`config.mk`:
```
export PLATFORM = sky130hd
export DESIGN_NAME = sat_afe_timing
export DESIGN_NICKNAME = d
export VERILOG_FILES = /design/src/inc/sat_pkg.sv /design/src/design/sat_sync.sv /design/src/design/sat_afe_timing.sv
export VERILOG_INCLUDE_DIRS = /design/src /design/src/inc
export SDC_FILE = /design/constraint.sdc
export NUM_CORES = 1
export LEC_CHECK = 0
export BUFFER_PORTS_ARGS = -buffer_cell sky130_fd_sc_hd__buf_4
export CELL_PAD_IN_SITES_DETAIL_PLACEMENT = 1
export CELL_PAD_IN_SITES_GLOBAL_PLACEMENT = 2
export CORE_ASPECT_RATIO = 0.75
export CORE_MARGIN = 8
export CORE_UTILIZATION = 35
export CTS_BUF_LIST = sky130_fd_sc_hd__clkbuf_4 sky130_fd_sc_hd__clkbuf_8 sky130_fd_sc_hd__clkbuf_16
export DETAILED_ROUTE_END_ITERATION = 10
export MAX_ROUTING_LAYER = met4
export PLACE_DENSITY_LB_ADDON = 0.1
export RECOVER_POWER = 25
export SETUP_SLACK_MARGIN = 0.4
export SLEW_MARGIN = 20
export SYNTH_ARGS = -nofsm -noshare
export SYNTH_HDL_FRONTEND = slang
export SYNTH_SLANG_ARGS = --single-unit
```
`constraint.sdc`:
```
create_clock -name sys_clk -period 3.63 [get_ports sys_clk]
set_input_delay 0.726 -clock sys_clk [delete_from_list [all_inputs] [get_ports sys_clk]]
set_output_delay 0.726 -clock sys_clk [all_outputs]
set_load 0.02 [all_outputs]
```
`src/inc/sat_consts.svh`:
```
// constants for the scanner front-end timing and control block
`ifndef SAT_CONSTS_SVH
`define SAT_CONSTS_SVH

`define SAT_SYNC_STAGES     2
`define SAT_RESULT_BITS     12
`define SAT_BUS_BITS        6
`define SAT_CFG_COUNT       8
`define SAT_CFG_ADDR_BITS   3
`define SAT_CFG_DATA_BITS   6
`define SAT_SHIFT_BITS      9
`define SAT_CFG_MODE_REG    3'h0
`define SAT_CFG_POWER_REG   3'h7
`define SAT_CFG_DUAL_BIT    5
`define SAT_CFG_POL_BIT     4
`define SAT_CFG_PD_BIT      0
`define SAT_OFFSET_BASE     3'h1
`define SAT_GAIN_BASE       3'h4
`define SAT_CFG_RESET       6'h00
`define SAT_PHASE_LAST      2'h3
`define SAT_WB_CTRL         6'h00
`define SAT_WB_STATUS       6'h01
`define SAT_WB_CFG_BASE     6'h10
`define SAT_CTRL_RESET      1'b1
`define SAT_MCLK_NS         100
`define SAT_MIN_SAMPLE_MCLK 4
`define SAT_MIN_LATCH_MCLK  3

`endif

```
`src/inc/sat_pkg.sv`:
```
// types shared by the scanner front-end timing and control block
package sat_pkg;

    typedef enum logic [1:0]
    {
        SAT_RED   = 2'b00,
        SAT_GREEN = 2'b01,
        SAT_BLUE  = 2'b10
    } sat_colour_type;

    typedef enum logic [1:0]
    {
        SAT_REF_SENSOR = 2'b00,
        SAT_REF_UPPER  = 2'b01,
        SAT_REF_LOWER  = 2'b10
    } sat_ref_type;

    typedef struct packed
    {
        logic       cyc;
        logic       stb;
        logic       we;
        logic [7:0] adr;
        logic [3:0] sel;
        logic [31:0] dat;
    } sat_wb_in_type;

    typedef struct packed
    {
        logic        ack;
        logic [31:0] dat;
    } sat_wb_out_type;

    typedef struct packed
    {
        logic           wbAck;
        logic [31:0]    wbDat;
        logic           ctrlEn;
        logic           prevLine;
        logic           prevStrobe;
        logic           prevSclk;
        logic           prevCommit;
        logic [8:0]     shift;
        logic [7:0][5:0] cfg;
        logic [1:0]     lineIdx;
        logic           lineSeen;
        logic [1:0]     pixCnt;
        sat_colour_type colour;
        logic [1:0]     phase;
        logic [11:0]    result;
        logic [5:0]     busData;
        logic           sigHold;
        logic           refHold;
        sat_ref_type    refSource;
    } sat_state_type;

endpackage

```
`src/design/sat_sync.sv`:
```
// two-stage synchroniser for a group of asynchronous inputs
`timescale 1ns/10ps
module sat_sync
    import sat_pkg::*;
#(
    parameter int WIDTH = 5
)
(
    input  wire logic             sys_clk,
    input  wire logic             sys_rst,
    input  wire logic [WIDTH-1:0] asyncIn,
    output logic      [WIDTH-1:0] syncOut
);

    logic [WIDTH-1:0] stage1_reg;
    logic [WIDTH-1:0] stage2_reg;

    // first stage feeds only the second stage
    always_ff @(posedge sys_clk)
    begin
        if (sys_rst)
        begin
            stage1_reg <= '0;
            stage2_reg <= '0;
        end
        else
        begin
            stage1_reg <= asyncIn;
            stage2_reg <= stage1_reg;
        end
    end

    assign syncOut = stage2_reg;

endmodule

```
`src/design/sat_afe_timing.sv`:
```
// timing and control logic of the scanner analog front end
// Operation
// - track signal low, freeze at strobe rise
// - dual sampling holds sensor reference at fall
// - single mode holds upper/lower reference by polarity
// - clamp inputs while line high, strobe low
// - first colour selected after line-start falls
// - drive pixel bus while line-start low
// - release bus while line-start high
// - three address then six data, MSB first
// - commit rise stores data into addressed register
// - register zero bit five clear enables dual
`timescale 1ns/10ps
`include "sat_consts.svh"
module sat_afe_timing
    import sat_pkg::*;
(
    input  wire logic           sys_clk,
    input  wire logic           sys_rst,
    input  wire sat_wb_in_type  wbIn,
    output sat_wb_out_type      wbOut,
    input  wire logic           sampleStrobe,
    input  wire logic           lineStart,
    input  wire logic [5:0]     pixelBusIn,
    output logic      [5:0]     pixelBusOut,
    output logic      [5:0]     pixelBusOe,
    input  wire logic [11:0]    convResult,
    output logic                trackSignal,
    output logic                sigHoldPulse,
    output logic                refHoldPulse,
    output sat_ref_type         refSource,
    output logic                clampEnable,
    output sat_colour_type      colourSel,
    output logic      [5:0]     gainSetting,
    output logic      [5:0]     offsetSetting,
    output logic                powerDown
);

    // ------------------------------------------------------------
    // input synchronisation
    // ------------------------------------------------------------
    logic [4:0] syncBits;
    logic       strobeS;
    logic       lineS;
    logic       sclkS;
    logic       commitS;
    logic       sdiS;

    sat_sync #(.WIDTH(5)) u_sync
    (
        .sys_clk (sys_clk),
        .sys_rst (sys_rst),
        .asyncIn ({sampleStrobe, lineStart, pixelBusIn[2:0]}),
        .syncOut (syncBits)
    );

    assign {strobeS, lineS, sclkS, commitS, sdiS} = syncBits;

    // ------------------------------------------------------------
    // colour sequencing
    // ------------------------------------------------------------
    function automatic sat_colour_type colourOf(logic [2:0] mode, logic [1:0] li, logic [1:0] pc);
        case (mode)
            3'b000:  colourOf = sat_colour_type'(li);
            3'b001:  colourOf = sat_colour_type'(pc);
            3'b011:  colourOf = SAT_RED;
            3'b100:  colourOf = SAT_GREEN;
            3'b101:  colourOf = SAT_BLUE;
            3'b110:  colourOf = li[0] ? (pc[0] ? SAT_GREEN : SAT_BLUE) : (pc[0] ? SAT_RED : SAT_GREEN);
            3'b111:  colourOf = pc[0] ? SAT_GREEN : ((li[0] ^ pc[1]) ? SAT_BLUE : SAT_RED);
            default: colourOf = SAT_RED;
        endcase
    endfunction

    sat_state_type stateReg;
    sat_state_type stateNext;

    logic [2:0] cfgMode;
    logic       dualSample;
    logic       polarity;
    logic       strobeRise;
    logic       strobeFall;
    logic       lineFall;
    logic       lineRise;
    logic       sclkRise;
    logic       commitRise;
    logic       wbReq;

    assign cfgMode    = stateReg.cfg[`SAT_CFG_MODE_REG][2:0];
    assign dualSample = !stateReg.cfg[`SAT_CFG_MODE_REG][`SAT_CFG_DUAL_BIT];
    assign polarity   = stateReg.cfg[`SAT_CFG_MODE_REG][`SAT_CFG_POL_BIT];
    assign strobeRise = strobeS && !stateReg.prevStrobe;
    assign strobeFall = !strobeS && stateReg.prevStrobe;
    assign lineFall   = !lineS && stateReg.prevLine;
    assign lineRise   = lineS && !stateReg.prevLine;
    assign sclkRise   = sclkS && !stateReg.prevSclk;
    assign commitRise = commitS && !stateReg.prevCommit;
    assign wbReq      = wbIn.cyc && wbIn.stb && !stateReg.wbAck;

    // ------------------------------------------------------------
    // next state
    // ------------------------------------------------------------
    always_comb
    begin
        logic [1:0] pcNext;
        pcNext    = 2'h0;
        stateNext = stateReg;
        stateNext.prevLine   = lineS;
        stateNext.prevStrobe = strobeS;
        stateNext.prevSclk   = sclkS;
        stateNext.prevCommit = commitS;
        stateNext.sigHold    = 1'b0;
        stateNext.refHold    = 1'b0;

        // shift MSB first while commit low
        if (lineS && !commitS && sclkRise)
        begin
            stateNext.shift = {stateReg.shift[7:0], sdiS};
        end
        if (lineS && commitRise && stateReg.ctrlEn)
        begin
            stateNext.cfg[stateReg.shift[8:6]] = stateReg.shift[5:0];
            if (stateReg.shift[8:6] == `SAT_CFG_MODE_REG)
            begin
                stateNext.lineIdx  = 2'h0;
                stateNext.lineSeen = 1'b0;
            end
        end

        if (strobeRise)
        begin
            stateNext.sigHold = 1'b1;
            stateNext.result  = convResult;
            stateNext.phase   = 2'h0;
            if (!lineS)
            begin
                pcNext = (cfgMode == 3'b001 && stateReg.pixCnt == 2'h2) ? 2'h0 : stateReg.pixCnt + 2'h1;
                stateNext.pixCnt = pcNext;
                stateNext.colour = colourOf(cfgMode, stateReg.lineIdx, pcNext);
            end
        end
        else if (stateReg.phase != `SAT_PHASE_LAST)
        begin
            stateNext.phase = stateReg.phase + 2'h1;
        end

        // upper half two clocks, then lower half
        stateNext.busData = stateNext.phase[1] ? stateNext.result[5:0] : stateNext.result[11:6];

        if (strobeFall)
        begin
            stateNext.refHold = 1'b1;
            if (dualSample)
                stateNext.refSource = SAT_REF_SENSOR;
            else
                stateNext.refSource = polarity ? SAT_REF_UPPER : SAT_REF_LOWER;
        end

        if (lineFall)
        begin
            stateNext.pixCnt   = 2'h0;
            stateNext.lineSeen = 1'b1;
            stateNext.colour   = colourOf(cfgMode, stateReg.lineIdx, 2'h0);
        end
        // a line ends when line-start rises again
        if (lineRise && stateReg.lineSeen)
        begin
            stateNext.lineSeen = 1'b0;
            if ((cfgMode == 3'b000 && stateReg.lineIdx == 2'h2) || (cfgMode != 3'b000 && stateReg.lineIdx != 2'h0))
                stateNext.lineIdx = 2'h0;
            else
                stateNext.lineIdx = stateReg.lineIdx + 2'h1;
        end

        // bus slave answers one clock after the request
        stateNext.wbAck = wbReq;
        stateNext.wbDat = 32'h0000_0000;
        if (wbReq)
        begin
            if (wbIn.we && wbIn.sel[0] && wbIn.adr[7:2] == `SAT_WB_CTRL)
                stateNext.ctrlEn = wbIn.dat[0];
            if (!wbIn.we)
            begin
                if (wbIn.adr[7:2] == `SAT_WB_CTRL)
                    stateNext.wbDat[0] = stateReg.ctrlEn;
                else if (wbIn.adr[7:2] == `SAT_WB_STATUS)
                    stateNext.wbDat[5:0] = {stateReg.lineIdx, stateReg.colour, strobeS, lineS};
                else if (wbIn.adr[7:5] == 3'(`SAT_WB_CFG_BASE >> 3))
                    stateNext.wbDat[5:0] = stateReg.cfg[wbIn.adr[4:2]];
            end
        end
    end

    always_ff @(posedge sys_clk)
    begin
        if (sys_rst)
        begin
            stateReg        <= '0;
            stateReg.ctrlEn <= `SAT_CTRL_RESET;
        end
        else
        begin
            stateReg <= stateNext;
        end
    end

    // ------------------------------------------------------------
    // outputs
    // ------------------------------------------------------------
    assign wbOut         = '{ack: stateReg.wbAck, dat: stateReg.wbDat};
    assign pixelBusOe    = lineS ? 6'h00 : 6'h3F;
    assign pixelBusOut   = stateReg.busData;
    assign trackSignal   = !strobeS;
    assign sigHoldPulse  = stateReg.sigHold;
    assign refHoldPulse  = stateReg.refHold;
    assign refSource     = stateReg.refSource;
    assign clampEnable   = lineS && !strobeS;
    assign colourSel     = stateReg.colour;
    assign gainSetting   = stateReg.cfg[`SAT_GAIN_BASE + 3'(stateReg.colour)];
    assign offsetSetting = stateReg.cfg[`SAT_OFFSET_BASE + 3'(stateReg.colour)];
    assign powerDown     = stateReg.cfg[`SAT_CFG_POWER_REG][`SAT_CFG_PD_BIT];
endmodule

```
==> results of run 1 <==
## routing by layer
layer	up-vias	wire, um	part of all wire [%]	global-route usage, %
met2	71	6360	44	22.7
met4	0	228	1.6	5.46
met5	-	0	0	-
li1	1824	-	-	-
met3	13	629	4.3	3.39
met1	1921	7260	50	21.8
## worst max-delay path by stage
stage	start	to
after floorplan	colourSel[0]$_SDFFE_PP0P_	offsetSetting[0]
after global placement	colourSel[1]$_SDFFE_PP0P_	offsetSetting[0]
after detailed placement	colourSel[1]$_SDFFE_PP0P_	offsetSetting[5]
after CTS	colourSel[1]$_SDFFE_PP0P_	offsetSetting[5]
after global routing	sys_rst	colourSel[1]$_SDFFE_PP0P_
final	colourSel[1]$_SDFFE_PP0P_	offsetSetting[0]
## logic make-up (layout without fill, tap and decap cells)
kind of cell             count (synthesis)  count (layout)
AO/OA/AOI/OAI                           60              60
XOR/XNOR                                 1               1
adder cells (fa/ha/maj)                  2               2
buffers and inverters                  104             107
flip-flops                             110             110
multiplexers                            86              86
other                                    1              26
AND/OR/NAND/NOR                        168             168
## worst register-to-register path, delay by kind of cell (launching register included)
| family | cells | cell delay, ns |
|---|---|---|
| AO/OA/AOI/OAI | 2 | 0.65 |
| flip-flops | 1 | 0.39 |
| AND/OR/NAND/NOR | 2 | 1.07 |
## power groups by stage
stage / Sequential, mW / Combinational, mW / Clock [mW]
6_report: 1.24 / 0.177 / 0.998
5_1_grt: 1.24 / 0.192 / 1.09
4_1_cts: 1.24 / 0.182 / 1.04
3_5_place_dp: 1.27 / 0.182 / 0
3_3_place_gp: 1.27 / 0.181 / 0
2_1_floorplan: 1.27 / 0.149 / 0
## layout by cell type (no fill, tap or decap), types with 2 or more instances in the layout
cell type                   count
sky130_fd_sc_hd__dfxtp_1      110
sky130_fd_sc_hd__buf_4         66
sky130_fd_sc_hd__nor2_1        65
sky130_fd_sc_hd__mux2i_1       49
sky130_fd_sc_hd__nand2_1       47
sky130_fd_sc_hd__mux4_2        30
sky130_fd_sc_hd__a21oi_1       29
sky130_fd_sc_hd__conb_1        26
sky130_fd_sc_hd__inv_1         18
sky130_fd_sc_hd__nor2b_1       15
sky130_fd_sc_hd__nand3_1        9
sky130_fd_sc_hd__clkbuf_16      9
sky130_fd_sc_hd__mux2_2         7
sky130_fd_sc_hd__clkbuf_1       7
sky130_fd_sc_hd__o22a_1         6
sky130_fd_sc_hd__o221ai_1       6
sky130_fd_sc_hd__nor3_1         5
sky130_fd_sc_hd__a31oi_1        3
sky130_fd_sc_hd__nand2b_1       3
sky130_fd_sc_hd__o21ai_0        3
sky130_fd_sc_hd__a211o_1        3
sky130_fd_sc_hd__nor3b_1        3
sky130_fd_sc_hd__nor4b_4        3
sky130_fd_sc_hd__nand3b_1       2
sky130_fd_sc_hd__a2bb2oi_1      2
sky130_fd_sc_hd__nand4_1        2
sky130_fd_sc_hd__nand4b_2       2
sky130_fd_sc_hd__ha_1           2
sky130_fd_sc_hd__clkinv_2       2
## cell type report
| class | count | area (um2) |
|---|---|---|
| fillers | 1669 | 9080 |
| multi-input cells | 343 | 2650 |
| flip-flops and latches | 110 | 2200 |
| repair buffers | 73 | 522 |
| well taps | 205 | 256 |
| clock buffers | 11 | 246 |
| inverters | 19 | 71.3 |
| clock inverters | 4 | 47.5 |
## metrics by stage
| step | util [%] | hold WS [ns] | setup WS, ns | total power [mW] | std cells |
|---|---|---|---|---|---|
| finish | 39.8 | 0.438 | 0.672 | 2.42 | 765 |
| global route | 39.8 | 0.463 | 0.457 | 2.52 | 765 |
| CTS | 39.9 | 0.448 | 0.649 | 2.46 | 765 |
| detailed placement | 38.0 | 0.435 | 1.05 | 1.45 | 750 |
| global placement | 38.0 | 0.424 | 1.06 | 1.45 | 750 |
| floorplan | - | 0.414 | 1.28 | 1.41 | 557 |
==> reports/results.md, run 1 <==
| Item | Value |
| --- | --- |
| CTS Root Buffer Type | sky130_fd_sc_hd__clkbuf_16 |
| Synth top area cells | sky130_fd_sc_hd__dfxtp_1 41%, sky130_fd_sc_hd__mux4_2 13%, sky130_fd_sc_hd__mux2i_1 9.2% |
| Area fraction in compound gates after synthesis | 7.29% |
| Routed Wire Length | 14.5 mm |
| Final setup violation count | 0 |
| Register-to-Register Setup Slack | 1.46 ns |
| Most used standard cells in the synthesized netlist | 110 x sky130_fd_sc_hd__dfxtp_1, 65 x sky130_fd_sc_hd__nor2_1, 49 x sky130_fd_sc_hd__mux2i_1 |
| Main combinational cell family by area after synthesis | multiplexers |
| Routed via count divided by cell count | 5.01 |
| Clock period minus final worst setup slack | 2.96 ns |
| Kind of capture point of the worst setup path | output pin |
| Hold Path Depth | 1 |
| Area growth syn-to-layout | 12.3% |
| Portion of the clock cycle consumed by the worst path in the final layout | 81.5% |
| Count of unique library cells instantiated by Yosys | 51 |
| Number of max-capacitance violations reported | 1 |
| Instance count of the mapped netlist | 532 |
| Number of remaining DRC errors | 0 |
| Switching power | 0.568 mW |
| Cell area reported after detailed placement | 5730 um2 |
| Xor/xnor share of the synthesized area | 0.164% |
| Status | finished, violations left |
| Mean cell area of the mapped netlist | 10.0 um2 |
| Unrepaired setup endpoints after global routing | false |
| TNS Setup | 0 ns |
| Height of the die | 123 um |
| Final routed wire length divided by cell count | 18.9 um |
| Post-synthesis register bit count | 110 |
| Combinational cell fraction of total power | 7.3% |
| Proportion of total power due to net switching | 23.5% |
| Cell-by-cell listing of the critical path | ha_1 -> mux4_2 -> mux2_2 -> buf_4 |
| H-Tree Level Count | 3 |
| Worst-path maximum fanout | 12 |
| Total leakage power | 2.43 nW |
| Weighted congestion at the end of routability-driven global placement | 0.781 |
| Via count of the first global-routing pass | 3859 |
| Upper clock frequency limit | 338 MHz |
| Path depth of the worst reg2reg path | 4 |
| TritonCTS clock tree | yes |
| Category of the critical setup timing path | flip-flop to output pin |
| Internal power of the cells | 1.85 mW |
| Number of synthesized flops with an enable pin | 0 |
| Number of nets with antenna violations after routing | 0 |
| Hold Vio Cnt, Final | 0 |
| Endpoint of the most critical register-to-register path | pixelBusOut[5]$_SDFF_PP0_ |
| Number of buffers added on ports | 69 |
| Synthesized area | 5340 um2 |
| Number of antenna violations at the first check in global routing | 1 |
| Wire length of the first global-routing pass | 22.6 mm |
| Clock network fraction of design power | 41.3% |
| Headroom to the max-slew limit | -28.4% |
| Worst path bufs/invs | 1 |
| Cell Pwr Density | 403 nW/um2 |
| Critical path startpoint category | flip-flop |
| Final non-filler cell area | 6000 um2 |
| Core Region | 15100 um2 |
| Portion of total power attributed to sequential cells | 51.4% |
| First-pass DRT Iterations | 4 |
| Clk buf depth | 2 |
| Cts bufs inserted | 9 |
| Dominant synthesized flop cell | sky130_fd_sc_hd__dfxtp_1 |
| Syn. warnings | 0 |
| Multiplexer share of the synthesized area | 23.3% |
| Maximum cell stage delay along the critical path | 0.68 ns |
| Simple-gate share of the synthesized area | 16.6% |
| Tot GR Track Use | 15.9% |
| Share of synthesized area occupied by flip-flops and latches | 41.3% |
| Failing checks | max-capacitance violations, max-slew violations |
| # diodes | 0 |
| Slew at the pin closest to its max-slew limit | 1.93 ns |
| Library cell occupying the most area in the post-synthesis netlist | sky130_fd_sc_hd__dfxtp_1 |
| Worst vdd rail ir drop | 245 uV |
| Clock-pin transition on the worst setup and hold timing paths | 0.07 ns |
| Endpoint of the worst hold path | u_sync.syncOut[3]$_SDFF_PP0_ |
| Most used standard cell by instance count after synthesis | sky130_fd_sc_hd__dfxtp_1 |
| Net count reported at finish | 627 |
| Hold/Removal Path Class | flip-flop to flip-flop |
| Chip width | 159 um |
| Maximum number of pins on one net before global-route repair | 57 |
| Count of vias placed by the detailed router | 3829 |
| Violation count after the first detailed-route iteration | 194 |
| Insertion delay of the later-clocked pin in the worst-skew pair | 0.36 ns |
| HP Start | u_sync.stage1_reg[3]$_SDFF_PP0_ |
| Initial standard-cell utilization of the core | 35.4% |
| Post-synthesis share of cell area spent on full adders, half adders and majority gates | 0.469% |
| Kind of cell with the highest combined delay on the critical path | multiplexers |
| Detailed-placement wirelength estimate | 10.2 mm |
| Fraction of post-synthesis cell area in the top cell type by area | 41.3% |
| Share of final-layout standard cells stronger than drive strength 1 | 22.9% |
| Setup Fix Bufs, Post-CTS | 0 |
| CP Depth | 4 |
| Site row count | 39 |
| Post-synthesis async set-or-reset flop share | 0% |
| Worst Path Required | 2.90 ns |
| Clock Skews | 0.00834 ns |
| Grt ovf | 0 |
| Die Footprint | 19500 um2 |
| Worst path arrival time | 2.23 ns |
| CTS Sinks | 110 |
| Post-cts hold buffer count | 0 |
| Startpoint of the worst-slack reg-to-reg timing path | stateReg[90]$_SDFF_PP0_ |
| Max Slew Vio Count | 44 |
| # resized after CTS | 0 |
| CP max-delay cell | sky130_fd_sc_hd__ha_1 |
| Io pins | 135 |
Note: power is estimated with default switching activity, not from simulation.
==> run 2, diff against run 1 <==
- ABC_AREA: unset -> 1
- CORE_UTILIZATION: 35 -> 26
- clock period: 3.63 -> 2.59 ns (I/O delays scaled with it)
==> run 2 against run 1 <==
The run now ends clean. Register-to-register slack got worse by 0.74 ns. Cell count up 41%. Total power is 53% higher. Largest power group unchanged.
==> reports/results.md, run 2 <==
| Item | Value | Delta |
| --- | --- | --- |
| Endpoint of the worst hold path | u_sync.stage1_reg[2]$_SDFF_PP0_ | was u_sync.syncOut[3]$_SDFF_PP0_ |
| Synth top area cells | sky130_fd_sc_hd__dfxtp_1 40%, sky130_fd_sc_hd__a21oi_1 9.3%, sky130_fd_sc_hd__buf_4 6.7% | was sky130_fd_sc_hd__dfxtp_1 41%, sky130_fd_sc_hd__mux4_2 13%, sky130_fd_sc_hd__mux2i_1 9.2% |
| Library cell occupying the most area in the post-synthesis netlist | sky130_fd_sc_hd__dfxtp_1 | unchanged |
| Area growth syn-to-layout | 15.6% | was 12.3% |
| Clk buf depth | 2 | unchanged |
| Count of unique library cells instantiated by Yosys | 34 | was 51 |
| Max Slew Vio Count | 0 | was 44 |
| Clock Skews | 0.00925 ns | was 0.00834 ns |
| Routed Wire Length | 18.7 mm | was 14.5 mm |
| # diodes | 0 | unchanged |
| Worst vdd rail ir drop | 309 uV | was 245 uV |
| Clock period minus final worst setup slack | 2.48 ns |  |
| Violation count after the first detailed-route iteration | 230 | was 194 |
| Portion of the clock cycle consumed by the worst path in the final layout | 95.8% |  |
| Final routed wire length divided by cell count | 17.3 um | was 18.9 um |
| TNS Setup | 0 ns | unchanged |
| Chip width | 184 um | was 159 um |
| Dominant synthesized flop cell | sky130_fd_sc_hd__dfxtp_1 | unchanged |
| Final setup violation count | 0 | unchanged |
| Post-synthesis async set-or-reset flop share | 0% | unchanged |
| Internal power of the cells | 2.59 mW | was 1.85 mW |
| Kind of capture point of the worst setup path | output pin | unchanged |
| Number of max-capacitance violations reported | 0 | was 1 |
| Mean cell area of the mapped netlist | 7.21 um2 | was 10.0 um2 |
| Area of combinational cells with multiple inputs | 2510 um2 | was 2650 um2 |
| HP Start | pixelBusIn[2] | was u_sync.stage1_reg[3]$_SDFF_PP0_ |
| Syn. warnings | 0 | unchanged |
| Number of nets with antenna violations after routing | 0 | unchanged |
| Site row count | 46 | was 39 |
| Grt ovf | 0 | unchanged |
| Hold Vio Cnt, Final | 0 | unchanged |
| Detailed-placement wirelength estimate | 14.0 mm | was 10.2 mm |
| Number of antenna violations at the first check in global routing | 0 | was 1 |
| First-pass DRT Iterations | 4 | unchanged |
| Via count of the first global-routing pass | 5101 | was 3859 |
| Maximum number of pins on one net before global-route repair | 38 | was 57 |
| Upper clock frequency limit | 403 MHz |  |
| Share of final-layout standard cells stronger than drive strength 1 | 17.3% | was 22.9% |
| Number of buffers added on ports | 69 | unchanged |
| Wire length of the first global-routing pass | 29.0 mm | was 22.6 mm |
| H-Tree Level Count | 3 | unchanged |
| Worst-path maximum fanout | 8 | was 12 |
| Fraction of post-synthesis cell area in the top cell type by area | 40.1% | was 41.3% |
| Instance count of the mapped netlist | 761 | was 532 |
| Commonest cells after routing, fill and taps aside | 109 x sky130_fd_sc_hd__dfxtp_1, 99 x sky130_fd_sc_hd__a21oi_1, 87 x sky130_fd_sc_hd__nand2_1 | was 110 x sky130_fd_sc_hd__dfxtp_1, 66 x sky130_fd_sc_hd__buf_4, 65 x sky130_fd_sc_hd__nor2_1 |
| Combinational cell fraction of total power | 14.0% | was 7.3% |
| Number of synthesized flops with an enable pin | 0 | unchanged |
| Clock network fraction of design power | 38.6% | was 41.3% |
| Hold/Removal Path Class | input pin to flip-flop | was flip-flop to flip-flop |
| Unrepaired setup endpoints after global routing | true | was false |
| Weighted congestion at the end of routability-driven global placement | 0.794 | was 0.781 |
| Share of synthesized area occupied by flip-flops and latches | 40.1% | was 41.3% |
| Most used standard cell by instance count after synthesis | sky130_fd_sc_hd__dfxtp_1 | unchanged |
| Io pins | 135 | unchanged |
| TritonCTS clock tree | yes | unchanged |
| Category of the critical setup timing path | flip-flop to output pin | unchanged |
| Die Footprint | 26100 um2 | was 19500 um2 |
| Cell Pwr Density | 583 nW/um2 | was 403 nW/um2 |
| Critical path startpoint category | flip-flop | unchanged |
| Initial standard-cell utilization of the core | 26.2% | was 35.4% |
| Hold Path Depth | 3 | was 1 |
| Fin Hold WS | 0.356 ns | was 0.438 ns |
| Tot GR Track Use | 14.8% | was 15.9% |
| Headroom to the max-slew limit | 45.8% | was -28.4% |
| Clock-pin transition on the worst setup and hold timing paths | 0.08 ns | was 0.07 ns |
| Most used standard cells in the synthesized netlist | 110 x sky130_fd_sc_hd__dfxtp_1, 102 x sky130_fd_sc_hd__a21oi_1, 87 x sky130_fd_sc_hd__nand2_1 | was 110 x sky130_fd_sc_hd__dfxtp_1, 65 x sky130_fd_sc_hd__nor2_1, 49 x sky130_fd_sc_hd__mux2i_1 |
| Status | finished clean | was finished, violations left |
| Path depth of the worst reg2reg path | 5 | was 4 |
| Non-filler cells in the finished layout | 1078 | was 765 |
| Switching power | 1.11 mW | was 0.568 mW |
| Sequential standard cell area | 2210 um2 | was 2200 um2 |
| Insertion delay of the later-clocked pin in the worst-skew pair | 0.36 ns | about the same |
| Total leakage power | 2.43 nW | about the same |
| Number of remaining DRC errors | 0 | unchanged |
| Cts bufs inserted | 9 | unchanged |
| Worst path arrival time | 1.96 ns | was 2.23 ns |
| Leading cell type in the layout, fill and taps excluded | sky130_fd_sc_hd__dfxtp_1 | unchanged |
| Routed via count divided by cell count | 4.63 | was 5.01 |
| Register-to-Register Setup Slack | 0.72 ns | was 1.46 ns |
| Core Region | 21000 um2 | was 15100 um2 |
| Synthesized area | 5490 um2 | was 5340 um2 |
| Height of the die | 142 um | was 123 um |
| Worst Path Required | 2.07 ns | was 2.90 ns |
| Fill cell instance count of the final layout | 2608 | was 1669 |
| Startpoint of the worst-slack reg-to-reg timing path | u_sync.syncOut[3]$_SDFF_PP0_ | was stateReg[90]$_SDFF_PP0_ |
| Count of vias placed by the detailed router | 4995 | was 3829 |
| Proportion of total power due to net switching | 29.9% | was 23.5% |
| Portion of total power attributed to sequential cells | 47.3% | was 51.4% |
| Slew at the pin closest to its max-slew limit | 0.814 ns | was 1.93 ns |
| CTS Root Buffer Type | sky130_fd_sc_hd__clkbuf_16 | unchanged |
| Net count reported at finish | 856 | was 627 |
| CTS Sinks | 110 | unchanged |
| Cell total after placement | 1061 | was 750 |
| Post-synthesis register bit count | 110 | unchanged |
-- run 2: critical path, stage by stage (launching register included) --
cell                         delay, ns
sky130_fd_sc_hd__dfxtp_4          0.37
sky130_fd_sc_hd__ha_4             0.27
sky130_fd_sc_hd__clkinvlp_4       0.15
sky130_fd_sc_hd__buf_12           0.18
sky130_fd_sc_hd__a21oi_1          0.11
sky130_fd_sc_hd__o21ai_0          0.13
sky130_fd_sc_hd__a31oi_1          0.21
sky130_fd_sc_hd__buf_4            0.17
-- run 2: power by group through the flow --
| stage | Combinational [mW] | Clock, mW | Sequential (mW) |
|---|---|---|---|
| final | 0.518 | 1.43 | 1.75 |
| after global routing | 0.570 | 1.55 | 1.75 |
| after CTS | 0.517 | 1.49 | 1.75 |
| after detailed placement | 0.495 | 0 | 1.79 |
| after global placement | 0.486 | 0 | 1.79 |
| after floorplan | 0.361 | 0 | 1.78 |
-- run 2: repair_timing --
action,CTS,global route
hold buffers,0,0
pin swaps,5,13
setup buffers,1,0
resized for setup,17,26
setup endpoints to repair,12,12
-- run 2: worst max-delay path by stage --
| stage | end | from | slack (ns) |
|---|---|---|---|
| 6_report | offsetSetting[0] | colourSel[0]$_SDFFE_PP0P_ | 0.11 |
| 5_1_grt | offsetSetting[0] | colourSel[0]$_SDFFE_PP0P_ | -0.005 |
| 4_1_cts | offsetSetting[3] | colourSel[0]$_SDFFE_PP0P_ | 0.08 |
| 3_5_place_dp | offsetSetting[3] | colourSel[0]$_SDFFE_PP0P_ | 0.20 |
| 3_3_place_gp | offsetSetting[4] | colourSel[0]$_SDFFE_PP0P_ | 0.19 |
| 2_1_floorplan | offsetSetting[3] | colourSel[1]$_SDFFE_PP0P_ | 0.48 |
-- run 2: cells by family (layout without fill, tap and decap cells) --
family	Yosys count	count (layout)	synth area share [%]
DFF	110	110	40.1
and+or+nand+nor	223	223	17.5
other	1	26	0.0683
buffers and inverters	179	183	16.9
muxes	1	1	0.182
AOI/OAI and AO/OA	245	245	24.8
adders and majority gates	2	2	0.456
-- run 2: metal layers --
metal / up-vias / share of wire [%] / routed length [um] / track usage [%]
met5: - / 0 / 0 / -
met4: 0 / 1.5 / 271 / 4.32
met3: 18 / 3.1 / 585 / 2.76
met2: 82 / 43 / 8020 / 21.6
met1: 2397 / 52 / 9790 / 20.4
li1: 2498 / - / - / -
-- run 2: layout make-up --
class	instances	share of cell area [%]
Sequential cell	110	34.8
Clock buffer	9	3.55
Timing Repair Buffer	82	9.66
Tap cell	288	5.68
Clock inverter	7	1.24
Inverter	85	5.50
Multi-Input combinational cell	497	39.6
-- run 2: through the flow --
step	area [um2]	power (mW)	worst slack, ns	utilization [%]
floorplan	5580	2.14	0.480	-
global placement	5960	2.27	0.186	28.4
detailed placement	5960	2.28	0.199	28.4
CTS	6330	3.75	0.0784	30.2
global route	6340	3.87	-0.00494	30.3
finish	6340	3.70	0.109	30.3
==> run 3, diff against run 2 <==
- CORE_MARGIN: 8 -> unset
==> run 3 against run 2 <==
Worst setup slack lost 0.041 ns. Sequential share of layout area grew 0.17 points. Core utilization grew 0.61 points. Cell count shrank 0.56%. Critical endpoint is now offsetSetting[3]. Critical path depth grew 1. Global-route usage grew 2.6 points. Maximum frequency shrank 1.6%. Largest power group unchanged. Via count shrank 1.4%. Register-to-register slack lost 0.08 ns. First-iteration DRC count grew 14%. Total power grew 0.81%. Design area shrank 0.49%.
==> reports/results.md, run 3 (same netlist as run 2, synthesis figures left out) <==
| Item | Value | Delta |
| --- | --- | --- |
| Status | finished clean | unchanged |
| Clock-pin transition on the worst setup and hold timing paths | 0.09 ns | was 0.08 ns |
| Worst path bufs/invs | 2 | was 3 |
| Clock Skews | 0.00972 ns | was 0.00925 ns |
| Clock period minus final worst setup slack | 2.52 ns | was 2.48 ns |
| Hold Vio Cnt, Final | 0 | unchanged |
| CTS Sinks | 110 | unchanged |
| Critical path startpoint category | flip-flop | unchanged |
| Height of the die | 128 um | was 142 um |
| Io pins | 135 | unchanged |
| Setup Slack @ Placement | 0.105 ns | was 0.199 ns |
| Routed Wire Length | 17.9 mm | was 18.7 mm |
| Leading cell type in the layout, fill and taps excluded | sky130_fd_sc_hd__dfxtp_1 | unchanged |
| Total leakage power | 2.43 nW | about the same |
| CP max-delay cell | sky130_fd_sc_hd__dfxtp_4 | unchanged |
| First-pass DRT Iterations | 4 | unchanged |
| Chip width | 170 um | was 184 um |
| Core Region | 20400 um2 | was 21000 um2 |
| Non-filler cells in the finished layout | 1072 | was 1078 |
| H-Tree Level Count | 3 | unchanged |
| Grt ovf | 0 | unchanged |
| Smallest setup slack after layout | 0.0680 ns | was 0.109 ns |
| Area growth syn-to-layout | 15.0% | was 15.6% |
| Commonest cells after routing, fill and taps aside | 109 x sky130_fd_sc_hd__dfxtp_1, 98 x sky130_fd_sc_hd__a21oi_1, 88 x sky130_fd_sc_hd__nand2_1 | was 109 x sky130_fd_sc_hd__dfxtp_1, 99 x sky130_fd_sc_hd__a21oi_1, 87 x sky130_fd_sc_hd__nand2_1 |
| Weighted congestion at the end of routability-driven global placement | 0.824 | was 0.794 |
| Worst path arrival time | 2.00 ns | was 1.96 ns |
| Wire length of the first global-routing pass | 27.6 mm | was 29.0 mm |
| Detailed-placement wirelength estimate | 13.4 mm | was 14.0 mm |
| Max Slew Vio Count | 0 | unchanged |
| Hold/Removal Path Class | input pin to flip-flop | unchanged |
| Fill cell instance count of the final layout | 2526 | was 2608 |
| Cell area reported after detailed placement | 5940 um2 | was 5960 um2 |
| CTS Root Buffer Type | sky130_fd_sc_hd__clkbuf_16 | unchanged |
| Slew at the pin closest to its max-slew limit | 1.03 ns | was 0.814 ns |
| Unrepaired setup endpoints after global routing | true | unchanged |
| Insertion delay of the later-clocked pin in the worst-skew pair | 0.37 ns | was 0.36 ns |
| Category of the critical setup timing path | flip-flop to output pin | unchanged |
| Die Footprint | 21700 um2 | was 26100 um2 |
| Headroom to the max-slew limit | 31.6% | was 45.8% |
| Tot GR Track Use | 17.4% | was 14.8% |
| Via count of the first global-routing pass | 4800 | was 5101 |
| Net count reported at finish | 856 | unchanged |
| Overall power consumption | 3.73 mW | was 3.70 mW |
| Register-to-Register Setup Slack | 0.64 ns | was 0.72 ns |
| Final non-filler cell area | 6310 um2 | was 6340 um2 |
| Site row count | 45 | was 46 |
| Number of nets with antenna violations after routing | 0 | unchanged |
| Worst Path Required | 2.07 ns | about the same |
| Worst-path maximum fanout | 5 | was 8 |
| Portion of the clock cycle consumed by the worst path in the final layout | 97.4% | was 95.8% |
| Count of vias placed by the detailed router | 4927 | was 4995 |
| Cell total after placement | 1055 | was 1061 |
| Number of remaining DRC errors | 0 | unchanged |
| Cell Pwr Density | 590 nW/um2 | was 583 nW/um2 |
| # diodes | 0 | unchanged |
| Routed via count divided by cell count | 4.60 | was 4.63 |
| Maximum cell stage delay along the critical path | 0.37 ns | about the same |
| Final setup violation count | 0 | unchanged |
| Kind of capture point of the worst setup path | output pin | unchanged |
| TritonCTS clock tree | yes | unchanged |
| Share of final-layout standard cells stronger than drive strength 1 | 17.0% | was 17.3% |
| Final routed wire length divided by cell count | 16.7 um | was 17.3 um |
| Post-cts hold buffer count | 0 | unchanged |
| Initial standard-cell utilization of the core | 26.9% | was 26.2% |
| Upper clock frequency limit | 397 MHz | was 403 MHz |
| Fin Hold WS | 0.345 ns | was 0.356 ns |
| Number of buffers added on ports | 69 | unchanged |
| Cell-by-cell listing of the critical path | ha_4 -> clkinvlp_4 -> a21oi_1 -> o21ai_1 -> nand2_1 -> nor2_1 -> a31oi_1 -> buf_4 | was ha_4 -> clkinvlp_4 -> buf_12 -> a21oi_1 -> o21ai_0 -> a31oi_1 -> buf_4 |
| Clk buf depth | 2 | unchanged |
| Number of antenna violations at the first check in global routing | 0 | unchanged |
| Number of max-capacitance violations reported | 0 | unchanged |
| Maximum number of pins on one net before global-route repair | 37 | was 38 |
| Kind of cell with the highest combined delay on the critical path | compound AO/OA/AOI/OAI gates | was buffers and inverters |
| Util after Layout | 30.9% | was 30.3% |
| Cts bufs inserted | 9 | unchanged |
| Violation count after the first detailed-route iteration | 263 | was 230 |
| Worst vdd rail ir drop | 323 uV | was 309 uV |
| TNS Setup | 0 ns | unchanged |
run 3: cell types whose count changed in the layout (fill, tap and decap cells not counted), sizes merged:
cell,before,now
inv,85,88
clkinv,4,3
clkinvlp,3,1
run 3: layout make-up:
type	instances	area, um2	share of cell area (%)
Clock inverter	7	91.3	1.45
Clock buffer	9	225	3.57
Timing Repair Buffer	82	586	9.28
Tap cell	282	353	5.59
Multi-Input combinational cell	497	2500	39.6
Sequential cell	110	2210	34.9
Inverter	85	349	5.53
run 3: timing repair:
item	in CTS	in global routing
gates resized for setup	17	16
buffers inserted	1	0
setup endpoints to repair	12	9
pin swaps	4	11
hold endpoints to repair	0	0
run 3: report_power, final:
group	total, mW	internal [mW]	leakage (nW)	switching (mW)
sequential	1.75	1.73	0.893	0.0232
combinational	0.505	0.172	1.38	0.334
clock	1.47	0.708	0.155	0.764
run 3: final timing paths:
| path | start | end | depth (start not counted) |
|---|---|---|---|
| max | colourSel[0]$_SDFFE_PP0P_ | offsetSetting[3] | 8 |
| min | pixelBusIn[2] | u_sync.stage1_reg[2]$_SDFF_PP0_ | 3 |
| max reg2reg | flip-flop | colourSel[0]$_SDFFE_PP0P_ | 8 |
| min reg2reg | u_sync.stage1_reg[4]$_SDFF_PP0_ | u_sync.syncOut[4]$_SDFF_PP0_ | 2 |
run 3: worst register-to-register path: stages (launching register included):
cell and delay [ns]:
sky130_fd_sc_hd__dfxtp_1 0.43, sky130_fd_sc_hd__inv_1 0.24, sky130_fd_sc_hd__nand3_1 0.17, sky130_fd_sc_hd__o21bai_1 0.29
sky130_fd_sc_hd__ha_1 0.30, sky130_fd_sc_hd__inv_1 0.05, sky130_fd_sc_hd__o21ai_0 0.08, sky130_fd_sc_hd__o21ai_1 0.18
sky130_fd_sc_hd__a21oi_1 0.09
run 3: metal layers:
layer	share of wire, %	GRT usage [%]	vias up
li1	-	-	2495
met1	53	24.6	2336
met2	42	25.3	83
met3	3.9	3.18	13
met4	1.1	4.19	0
met5	0	-	-
